===== src/rtl/aps_pkg.sv =====
// constants shared by the axis position and speed sequencer
package aps_pkg;
   // ****************************************************************
   // register word addresses
   // ****************************************************************
   localparam logic [7:0] ADR_CTRL = 8'h00;
   localparam logic [7:0] ADR_CMD = 8'h01;
   localparam logic [7:0] ADR_ADDR = 8'h02;
   localparam logic [7:0] ADR_SPEED = 8'h03;
   localparam logic [7:0] ADR_DWELL = 8'h04;
   localparam logic [7:0] ADR_DECEL = 8'h05;
   localparam logic [7:0] ADR_MCODE = 8'h06;
   localparam logic [7:0] ADR_HOME = 8'h07;
   localparam logic [7:0] ADR_STATUS = 8'h08;
   localparam logic [7:0] ADR_POS = 8'h09;
   localparam logic [7:0] ADR_MNUM = 8'h0a;
   localparam logic [7:0] ADR_ERR = 8'h0b;

   // ****************************************************************
   // field positions
   // ****************************************************************
   localparam int CTRL_START = 0;
   localparam int CTRL_INC = 1;
   localparam int CTRL_VEL = 2;
   localparam int CMD_HALT = 0;
   localparam int CMD_TO_POS = 1;
   localparam int CMD_TO_SPD = 2;
   localparam int CMD_AUX_CLR = 3;
   localparam int CMD_HOME = 4;
   localparam int CMD_ERR_CLR = 5;
   localparam int ST_MOVING = 0;
   localparam int ST_COMPLETE = 1;
   localparam int ST_MFLAG = 2;
   localparam int ST_ORIGIN = 3;
   localparam int ST_DIR = 4;
   localparam int ST_ERR = 5;
   localparam int ST_VEL = 6;

   // ****************************************************************
   // reset values and error codes
   // ****************************************************************
   localparam logic [31:0] RST_WORD = 32'h0000_0000;
   localparam logic [15:0] ERR_NO_ORIGIN = 16'd234;
   localparam logic [15:0] ERR_SW_IDLE = 16'h0f01;
   localparam logic [15:0] ERR_SW_IN_POS = 16'h0f02;

   // ****************************************************************
   // timing
   // ****************************************************************
   localparam longint CLK_PERIOD_PS = 5000;
   localparam longint TICK_TIME_PS = 1_000_000_000;
   localparam int MS_CYCLES_DEF = int'(TICK_TIME_PS / CLK_PERIOD_PS);
   localparam logic [32:0] HALF_RATE = 33'd100_000_000;
   localparam logic [2:0] DEC_SEGS_LAST = 3'h7;

   typedef enum logic [2:0] {
      APS_IDLE = 3'b000,
      APS_POS = 3'b001,
      APS_DWELL = 3'b011,
      APS_SPD = 3'b101,
      APS_DECEL = 3'b100
   } aps_state_t;
endpackage : aps_pkg


===== src/rtl/aps_sequencer.sv =====
// single-axis position/speed sequencer with register port and pulse+direction output
//
// Summary of operation
// - absolute mode moves forward when start below target, reverse when above.
// - absolute targets refer to the home address set by the last homing.
// - start without a determined origin raises error 234 and no motion.
// - positioning-complete is asserted after a position step until the next scan boundary.
// - incremental target is current position plus the signed step address.
// - incremental positive address moves up, negative address moves down.
// - speed control outputs a steady pulse train until a stop command.
// - speed control direction follows only the sign of the step address.
// - velocity steps ignore coordinate, pattern, method, aux code and dwell.
// - speed-control stop has no dwell, no aux code, moving flag drops when deceleration ends.
// - stop deceleration time comes from the step data.
// - moving flag is asserted while the axis is in motion.
// - speed-to-position switch zeroes position and goes absolute to step address.
// - speed-to-position switch keeps the previous direction.
// - at target after switch, complete and aux flag after dwell, with code number.
// - aux flag and code number stay until the clear command clears both.
// - switch commands only while moving; while idle they raise an error, while stopped in a dwell they are ignored.
// - position-to-speed switch during speed control is ignored without error.
// - speed-to-position switch during position control errors, motion continues.
// - position-to-speed switch keeps position and runs speed control until stop.
// - stop after position-to-speed switch: no dwell, no complete flag.
// - a step begins on a rising edge of the start command.
module aps_sequencer #(
   parameter int MS_CYCLES = aps_pkg::MS_CYCLES_DEF
) (
   input wire logic mclk, // system clock, 200 MHz
   input wire logic reset, // asynchronous reset, active high
   input wire logic scan_tick, // one-cycle pulse at each controller scan boundary
   input wire logic [7:0] addr, // register word address
   input wire logic [31:0] wdata, // register write data
   input wire logic wr_en, // write strobe
   input wire logic rd_en, // read strobe
   output logic [31:0] rdata, // read data, cycle after rd_en
   output logic pulse_out, // pulse train to the drive
   output logic dir_out, // direction to the drive, high is forward
   output logic x_axis_moving_flag, // axis in motion
   output logic complete_flag // positioning complete, one scan
);
   // ****************************************************************
   // declarations
   // ****************************************************************
   aps_pkg::aps_state_t state_q;
   logic [2:0] ctrl_q;
   logic signed [31:0] addr_q, home_q;
   logic [31:0] speed_q;
   logic [15:0] dwell_q, decel_q, mcode_q;
   logic start_q, run_q, dir_q, origin_q, vel_q, inc_l;
   logic signed [31:0] pos_q, target_q, addr_l;
   logic [31:0] speed_l, cur_speed_q, spd_step_q;
   logic [15:0] dwell_l, decel_l, mcode_l, dwell_cnt_q, seg_cnt_q;
   logic [2:0] seg_idx_q;
   logic done_q, complete_q, mflag_q, err_q;
   logic [15:0] mnum_q, err_code_q;
   logic [15:0] err_set_code;
   logic err_set;
   logic [31:0] rdata_q;
   logic [32:0] acc_q, acc_sum;
   logic pulse_q, step_ev;
   logic [31:0] ms_cnt_q;
   logic ms_tick_q;
   logic start_rise;
   logic cmd_halt, cmd_to_pos, cmd_to_spd, cmd_aux_clr, cmd_home, cmd_err_clr;
   logic signed [31:0] abs_addr, inc_target;
   logic [15:0] seg_load;

   assign rdata = rdata_q;
   assign pulse_out = pulse_q;
   assign dir_out = dir_q;
   assign x_axis_moving_flag = run_q;
   assign complete_flag = complete_q;

   // ****************************************************************
   // register writes
   // ****************************************************************
   always_ff @(posedge mclk or posedge reset) begin
      if (reset) begin
         ctrl_q <= 3'h0;
         addr_q <= aps_pkg::RST_WORD;
         speed_q <= aps_pkg::RST_WORD;
         dwell_q <= 16'h0000;
         decel_q <= 16'h0000;
         mcode_q <= 16'h0000;
         home_q <= aps_pkg::RST_WORD;
      end else if (wr_en) begin
         unique case (addr)
            aps_pkg::ADR_CTRL: ctrl_q <= wdata[2:0];
            aps_pkg::ADR_ADDR: addr_q <= wdata;
            aps_pkg::ADR_SPEED: speed_q <= wdata;
            aps_pkg::ADR_DWELL: dwell_q <= wdata[15:0];
            aps_pkg::ADR_DECEL: decel_q <= wdata[15:0];
            aps_pkg::ADR_MCODE: mcode_q <= wdata[15:0];
            aps_pkg::ADR_HOME: home_q <= wdata;
            default: ;
         endcase
      end
   end

   // command bits act only in the cycle of the write
   always_comb begin
      cmd_halt = 1'b0;
      cmd_to_pos = 1'b0;
      cmd_to_spd = 1'b0;
      cmd_aux_clr = 1'b0;
      cmd_home = 1'b0;
      cmd_err_clr = 1'b0;
      if (wr_en && addr == aps_pkg::ADR_CMD) begin
         cmd_halt = wdata[aps_pkg::CMD_HALT];
         cmd_to_pos = wdata[aps_pkg::CMD_TO_POS];
         cmd_to_spd = wdata[aps_pkg::CMD_TO_SPD];
         cmd_aux_clr = wdata[aps_pkg::CMD_AUX_CLR];
         cmd_home = wdata[aps_pkg::CMD_HOME];
         cmd_err_clr = wdata[aps_pkg::CMD_ERR_CLR];
      end
   end

   // rising edge of the start level
   always_ff @(posedge mclk or posedge reset) begin
      if (reset) begin
         start_q <= 1'b0;
      end else begin
         start_q <= ctrl_q[aps_pkg::CTRL_START];
      end
   end
   assign start_rise = ctrl_q[aps_pkg::CTRL_START] && !start_q;

   // ****************************************************************
   // millisecond tick
   // ****************************************************************
   always_ff @(posedge mclk or posedge reset) begin
      if (reset) begin
         ms_cnt_q <= 32'h0000_0000;
         ms_tick_q <= 1'b0;
      end else if (ms_cnt_q == 32'(MS_CYCLES - 1)) begin
         ms_cnt_q <= 32'h0000_0000;
         ms_tick_q <= 1'b1;
      end else begin
         ms_cnt_q <= ms_cnt_q + 32'h0000_0001;
         ms_tick_q <= 1'b0;
      end
   end

   // ****************************************************************
   // pulse generator
   // ****************************************************************
   assign acc_sum = acc_q + {1'b0, cur_speed_q};
   assign step_ev = (state_q == aps_pkg::APS_POS || state_q == aps_pkg::APS_SPD ||
      state_q == aps_pkg::APS_DECEL) && acc_sum >= aps_pkg::HALF_RATE && !pulse_q;

   always_ff @(posedge mclk or posedge reset) begin
      if (reset) begin
         acc_q <= 33'h0_0000_0000;
         pulse_q <= 1'b0;
      end else if (state_q == aps_pkg::APS_POS || state_q == aps_pkg::APS_SPD ||
            state_q == aps_pkg::APS_DECEL) begin
         // pulse train at the current speed, lowered step by step during deceleration
         if (acc_sum >= aps_pkg::HALF_RATE) begin
            acc_q <= acc_sum - aps_pkg::HALF_RATE;
            pulse_q <= !pulse_q;
         end else begin
            acc_q <= acc_sum;
         end
      end else begin
         acc_q <= 33'h0_0000_0000;
         pulse_q <= 1'b0;
      end
   end

   // ****************************************************************
   // motion sequencer
   // ****************************************************************
   assign abs_addr = addr_l[31] ? -addr_l : addr_l;
   assign inc_target = pos_q + addr_q;
   // reload one short of decel/8 so each segment spans exactly decel/8 ticks
   assign seg_load = decel_l[15:3] == 13'h0000 ? 16'h0000 : {3'h0, decel_l[15:3] - 13'h0001};

   always_ff @(posedge mclk or posedge reset) begin
      if (reset) begin
         state_q <= aps_pkg::APS_IDLE;
         run_q <= 1'b0;
         dir_q <= 1'b0;
         origin_q <= 1'b0;
         vel_q <= 1'b0;
         inc_l <= 1'b0;
         pos_q <= aps_pkg::RST_WORD;
         target_q <= aps_pkg::RST_WORD;
         addr_l <= aps_pkg::RST_WORD;
         speed_l <= aps_pkg::RST_WORD;
         cur_speed_q <= aps_pkg::RST_WORD;
         spd_step_q <= aps_pkg::RST_WORD;
         dwell_l <= 16'h0000;
         decel_l <= 16'h0000;
         mcode_l <= 16'h0000;
         dwell_cnt_q <= 16'h0000;
         seg_cnt_q <= 16'h0000;
         seg_idx_q <= 3'h0;
         done_q <= 1'b0;
         err_set <= 1'b0;
         err_set_code <= 16'h0000;
      end else begin
         done_q <= 1'b0;
         err_set <= 1'b0;
         if (step_ev) begin
            pos_q <= dir_q ? pos_q + 32'sd1 : pos_q - 32'sd1;
         end
         unique case (state_q)
            aps_pkg::APS_IDLE: begin
               if (cmd_home) begin
                  pos_q <= home_q;
                  origin_q <= 1'b1;
               end else if (cmd_to_pos || cmd_to_spd) begin
                  err_set <= 1'b1;
                  err_set_code <= aps_pkg::ERR_SW_IDLE;
               end else if (start_rise && !origin_q) begin
                  err_set <= 1'b1;
                  err_set_code <= aps_pkg::ERR_NO_ORIGIN;
               end else if (start_rise) begin
                  // step data frozen for the whole step
                  addr_l <= addr_q;
                  speed_l <= speed_q;
                  cur_speed_q <= speed_q;
                  dwell_l <= dwell_q;
                  decel_l <= decel_q;
                  mcode_l <= mcode_q;
                  inc_l <= ctrl_q[aps_pkg::CTRL_INC];
                  vel_q <= ctrl_q[aps_pkg::CTRL_VEL];
                  run_q <= 1'b1;
                  if (ctrl_q[aps_pkg::CTRL_VEL]) begin
                     // coordinate and dwell fields play no part here
                     dir_q <= !addr_q[31];
                     state_q <= aps_pkg::APS_SPD;
                  end else if (ctrl_q[aps_pkg::CTRL_INC]) begin
                     target_q <= inc_target;
                     dir_q <= !addr_q[31];
                     state_q <= addr_q == 32'sd0 ? aps_pkg::APS_DWELL : aps_pkg::APS_POS;
                     dwell_cnt_q <= dwell_q;
                  end else begin
                     target_q <= addr_q;
                     dir_q <= pos_q < addr_q;
                     state_q <= addr_q == pos_q ? aps_pkg::APS_DWELL : aps_pkg::APS_POS;
                     dwell_cnt_q <= dwell_q;
                  end
               end
            end
            aps_pkg::APS_POS: begin
               if (cmd_halt) begin
                  state_q <= aps_pkg::APS_DECEL;
                  spd_step_q <= {3'h0, cur_speed_q[31:3]};
                  seg_cnt_q <= seg_load;
                  seg_idx_q <= 3'h0;
               end else if (cmd_to_spd) begin
                  vel_q <= 1'b1;
                  state_q <= aps_pkg::APS_SPD;
               end else if (cmd_to_pos) begin
                  err_set <= 1'b1;
                  err_set_code <= aps_pkg::ERR_SW_IN_POS;
               end
               if (!cmd_halt && !cmd_to_spd && pos_q == target_q && !pulse_q) begin
                  state_q <= aps_pkg::APS_DWELL;
                  dwell_cnt_q <= dwell_l;
               end
            end
            aps_pkg::APS_SPD: begin
               if (cmd_halt) begin
                  state_q <= aps_pkg::APS_DECEL;
                  spd_step_q <= {3'h0, cur_speed_q[31:3]};
                  seg_cnt_q <= seg_load;
                  seg_idx_q <= 3'h0;
               end else if (cmd_to_pos) begin
                  // restart the count at zero, keep heading the same way
                  pos_q <= 32'sd0;
                  target_q <= dir_q ? abs_addr : -abs_addr;
                  vel_q <= 1'b0;
                  dwell_cnt_q <= dwell_l;
                  state_q <= abs_addr == 32'sd0 ? aps_pkg::APS_DWELL : aps_pkg::APS_POS;
               end
               // a position-to-speed request here has no effect
            end
            aps_pkg::APS_DECEL: begin
               // eight equal speed steps spread over the step's decel time
               if (ms_tick_q || decel_l[15:3] == 13'h0000) begin
                  if (seg_cnt_q != 16'h0000) begin
                     seg_cnt_q <= seg_cnt_q - 16'h0001;
                  end else if (seg_idx_q == aps_pkg::DEC_SEGS_LAST) begin
                     // stop by command: no dwell, no code, no complete
                     state_q <= aps_pkg::APS_IDLE;
                     run_q <= 1'b0;
                     cur_speed_q <= speed_l;
                  end else begin
                     seg_idx_q <= seg_idx_q + 3'h1;
                     seg_cnt_q <= seg_load;
                     cur_speed_q <= cur_speed_q - spd_step_q;
                  end
               end
            end
            aps_pkg::APS_DWELL: begin
               run_q <= 1'b0;
               if (dwell_cnt_q == 16'h0000) begin
                  done_q <= 1'b1;
                  state_q <= aps_pkg::APS_IDLE;
               end else if (ms_tick_q) begin
                  dwell_cnt_q <= dwell_cnt_q - 16'h0001;
               end
            end
            default: begin
               state_q <= aps_pkg::APS_IDLE;
               run_q <= 1'b0;
            end
         endcase
      end
   end

   // ****************************************************************
   // completion, aux code and error flags
   // ****************************************************************
   always_ff @(posedge mclk or posedge reset) begin
      if (reset) begin
         complete_q <= 1'b0;
      end else if (done_q) begin
         complete_q <= 1'b1;
      end else if (scan_tick) begin
         complete_q <= 1'b0;
      end
   end

   always_ff @(posedge mclk or posedge reset) begin
      if (reset) begin
         mflag_q <= 1'b0;
         mnum_q <= 16'h0000;
      end else if (done_q) begin
         mflag_q <= 1'b1;
         mnum_q <= mcode_l;
      end else if (cmd_aux_clr) begin
         mflag_q <= 1'b0;
         mnum_q <= 16'h0000;
      end
   end

   always_ff @(posedge mclk or posedge reset) begin
      if (reset) begin
         err_q <= 1'b0;
         err_code_q <= 16'h0000;
      end else if (err_set) begin
         err_q <= 1'b1;
         err_code_q <= err_set_code;
      end else if (cmd_err_clr) begin
         err_q <= 1'b0;
         err_code_q <= 16'h0000;
      end
   end

   // ****************************************************************
   // register reads
   // ****************************************************************
   always_ff @(posedge mclk or posedge reset) begin
      if (reset) begin
         rdata_q <= aps_pkg::RST_WORD;
      end else if (rd_en) begin
         unique case (addr)
            aps_pkg::ADR_CTRL: rdata_q <= {29'h0, ctrl_q};
            aps_pkg::ADR_ADDR: rdata_q <= addr_q;
            aps_pkg::ADR_SPEED: rdata_q <= speed_q;
            aps_pkg::ADR_DWELL: rdata_q <= {16'h0000, dwell_q};
            aps_pkg::ADR_DECEL: rdata_q <= {16'h0000, decel_q};
            aps_pkg::ADR_MCODE: rdata_q <= {16'h0000, mcode_q};
            aps_pkg::ADR_HOME: rdata_q <= home_q;
            aps_pkg::ADR_STATUS: rdata_q <= {25'h0, vel_q, err_q, dir_q, origin_q,
               mflag_q, complete_q, run_q};
            aps_pkg::ADR_POS: rdata_q <= pos_q;
            aps_pkg::ADR_MNUM: rdata_q <= {16'h0000, mnum_q};
            aps_pkg::ADR_ERR: rdata_q <= {16'h0000, err_code_q};
            default: rdata_q <= aps_pkg::RST_WORD;
         endcase
      end else begin
         rdata_q <= aps_pkg::RST_WORD;
      end
   end
endmodule : aps_sequencer


===== config.mk =====
export PLATFORM = sky130hd
export DESIGN_NAME = aps_sequencer
export DESIGN_NICKNAME = d
export VERILOG_FILES = /design/src/rtl/aps_pkg.sv /design/src/rtl/aps_sequencer.sv
export SDC_FILE = /design/constraint.sdc
export NUM_CORES = 2
export LEC_CHECK = 0
export BUFFER_PORTS_ARGS = -buffer_cell sky130_fd_sc_hd__buf_2
export CAP_MARGIN = 10
export CORE_AREA = 5 5 313 254
export DETAILED_ROUTE_END_ITERATION = 8
export DIE_AREA = 0 0 318 259
export PLACE_DENSITY_LB_ADDON = 0.15
export SLEW_MARGIN = 10
export SYNTH_ARGS = -nofsm -noshare
export SYNTH_HDL_FRONTEND = slang
export SYNTH_SLANG_ARGS = --single-unit

===== constraint.sdc =====
create_clock -name mclk -period 18.2 [get_ports mclk]
set_input_delay 3.64 -clock mclk [delete_from_list [all_inputs] [get_ports mclk]]
set_output_delay 3.64 -clock mclk [all_outputs]
set_load 0.03 [all_outputs]

==> results.json <==
{
  "outcome": "completed",
  "synth_edf_count": 0,
  "die_area_um2": 82400,
  "cts_setup_buffers": 0,
  "cts_resized": 0,
  "worstSetupPathType": "in -> reg",
  "drcViolationCount": 0,
  "clkLatencyLatePin_ps": 630,
  "clk_path_buf_depth": 3,
  "slew_headroom_pct": 18.5,
  "yosys_warnings": 0,
  "ys_ff_latch": 552,
  "layout-drive-gt1-share_pct": 12.6,
  "cts_hold_buf": 0,
  "area_growth_pct": 10.9,
  "ir_drop_v": 0.0000681,
  "post_drt_via_cell_ratio": 5.89,
  "power_density_nw_per_um2": 101,
  "power.switching_mw": 1.27,
  "cts_max_level": 3,
  "syn-instance-count": 3752,
  "hold_viol_final": 0,
  "drtIter0Drc": 2819,
  "fin_util_pct": 49.2,
  "setup_slack_ps": 11150,
  "fp.coreArea_um2": 76200,
  "gr-total-overflow": 0,
  "period_minus_slack_ps": 7050,
  "start_util_pct": 44.4,
  "final_cell_mix": "551 x dfrtp_1, 550 x nand2_1, 245 x o21ai_0, 243 x a21oi_1, 237 x nor2_1",
  "pwr-share-clk_pct": 37.5,
  "seq_power_share_pct": 37.6,
  "clk_pin_slew_worst_paths_ps": 60,
  "worstPathRequired_ps": 18700,
  "grt_use_total_pct": 25.0,
  "die_w_um": 318,
  "fmax_mhz": 142,
  "async_flop_share_pct": 100,
  "rsz0062_at_grt": "no",
  "combPwrFrac_pct": 24.9,
  "io_buffer_count": 80,
  "antenna_found_initial": 7,
  "power.internal_mw": 2.53,
  "yosysSeqAreaShare_pct": 40.9,
  "skew_ps": 28.9,
  "ys.flop_type": "dfrtp_1",
  "tns_ps": 0,
  "layout_commonest_cell": "dfrtp_1",
  "rrSetupSlack_ps": 12430,
  "first_pass_iters": 6,
  "gp_congestion": 0.910,
  "swShare_pct": 33.4,
  "syn_area_um2": 33800,
  "grt_pass1_wl_mm": 164,
  "synth_nets": 3965,
  "num_io_pins": 81,
  "grt_pass1_vias": 26900,
  "ant_nets": 0,
  "hp-class": "reg -> reg",
  "wire_per_inst_um": 21.8,
  "cts_root_buf": "clkbuf_16",
  "grt_start_max_net_pins": 180,
  "rows": 91,
  "cp-start-kind": "input port",
  "chipHeight_um": 259,
  "numCtsBuffers": 66,
  "dpl_cell_area_um2": 35100,
  "max_cap_violations": 0,
  "crit_fanout": 26,
  "arrival_ps": 7550,
  "dp_hpwl_mm": 75.4,
  "p_leak_nw": 17.6,
  "tightestPinTransition_ps": 1220,
  "finish.instance_area_um2": 37500,
  "cts_tree": "done",
  "nets": 3964,
  "period_share_pct": 38.7,
  "worstSetupEndpointType": "register",
  "syn_area_per_cell_um2": 9.01,
  "slew_violations": 0,
  "dpl_worst_slack_ps": 10620,
  "synth_cell_types": 89,
  "cts_num_sinks": 552,
  "vias": 28400,
  "wirelength_mm": 105,
  "holdPathStages": 1,
  "reg2regPathDepth": 17,
  "setup_violations": 0
}
## power by group through the flow
| stage | clock network (mW) | logic, mW | registers, mW |
|---|---|---|---|
| final | 1.42 | 0.946 | 1.43 |
| after global routing | 1.50 | 1.05 | 1.44 |
| after CTS | 1.45 | 0.936 | 1.43 |
| after detailed placement | 0 | 0.928 | 1.45 |
| after global placement | 0 | 0.924 | 1.45 |
| after floorplan | 0 | 0.699 | 1.41 |
## flip-flops by register name, indices dropped and copies added (netlist names), 16 cells and up
name,flops
pos_q,32
addr_q,32
decel_q,16
ms_cnt_q,32
cur_speed_q,32
dwell_cnt_q,16
speed_l,32
addr_l,32
speed_q,32
home_q,32
mcode_q,16
acc_q,33
spd_step_q,29
rdata,32
mnum_q,16
dwell_q,16
target_q,32
mcode_l,16
dwell_l,16
seg_cnt_q,16
## layout make-up
type / instances / area (µm²)
fill: 7175 / 38700
antenna: 2 / 5.00
multi-input combinational: 2872 / 18800
tap: 1023 / 1280
sequential: 552 / 13800
clock inverter: 30 / 380
inverter: 134 / 507
timing repair buffer: 125 / 751
clock buffer: 92 / 1950
## through the flow
stage | hold WS, ps | power [mW] | cells
5_1_grt | 474 | 3.99 | 4828
6_report | 462 | 3.80 | 4830
4_1_cts | 465 | 3.81 | 4828
3_3_place_gp | 455 | 2.37 | 4706
3_5_place_dp | 457 | 2.38 | 4706
2_1_floorplan | 408 | 2.11 | 3752
## cell usage after synthesis, types with 38 or more instances
cell        n  area (µm²)
nand2_1   550        2060
nor4_1     43         269
a21o_1     51         383
o21ai_0   245        1230
o211ai_1   38         285
a31oi_1    39         244
clkbuf_1  166         623
inv_1     134         503
ha_1      164        2050
a22oi_1    86         646
dfrtp_1   552       13800
xor2_1    116        1020
nand3_1   134         671
nor3_1     60         300
mux2_2    184        2070
a21oi_1   243        1220
nand4_1    40         250
nor2_1    245         920
xnor2_1   130        1140
## final timing paths
check                          startpoint              end
max in group asynchronous           reset       decel_l[3]
hold / removal                ms_cnt_q[0]      ms_cnt_q[0]
setup / recovery                  addr[5]  dwell_cnt_q[14]
min in group asynchronous           reset       home_q[28]
setup reg to reg           cur_speed_q[0]        pos_q[14]
hold reg to reg               ms_cnt_q[0]      ms_cnt_q[0]
## worst max-delay path: stages
cell and delay (ps):
buf_2 90, nor4_1 640, and2_1 310, and3_1 500, nor2b_1 220, nand2_1 120, a21oi_1 500, and3_1 890
inv_1 310, o21ai_0 220, o21ai_0 100
## metal layers
layer | GRT usage (%) | part of all wire, % | vias up
li1 | - | - | 13400
met1 | 38.4 | 49 | 13800
met2 | 35.4 | 40 | 1015
met3 | 6.13 | 8.4 | 150
met4 | 6.01 | 2.4 | 2
met5 | 0 | 0.012 | -
## cells by family after synthesis
family                     count (synthesis)  synth area share, %
muxes                                    194                 6.43
buffers and inverters                    328                 3.75
DFF                                      552                 40.9
adders and majority gates                168                 6.31
and+or+nand+nor                         1278                 17.4
AOI/OAI and AO/OA                        986                 18.9
xor gates and xnor gates                 246                 6.38
No activity file was read; power rests on OpenSTA's default activity.
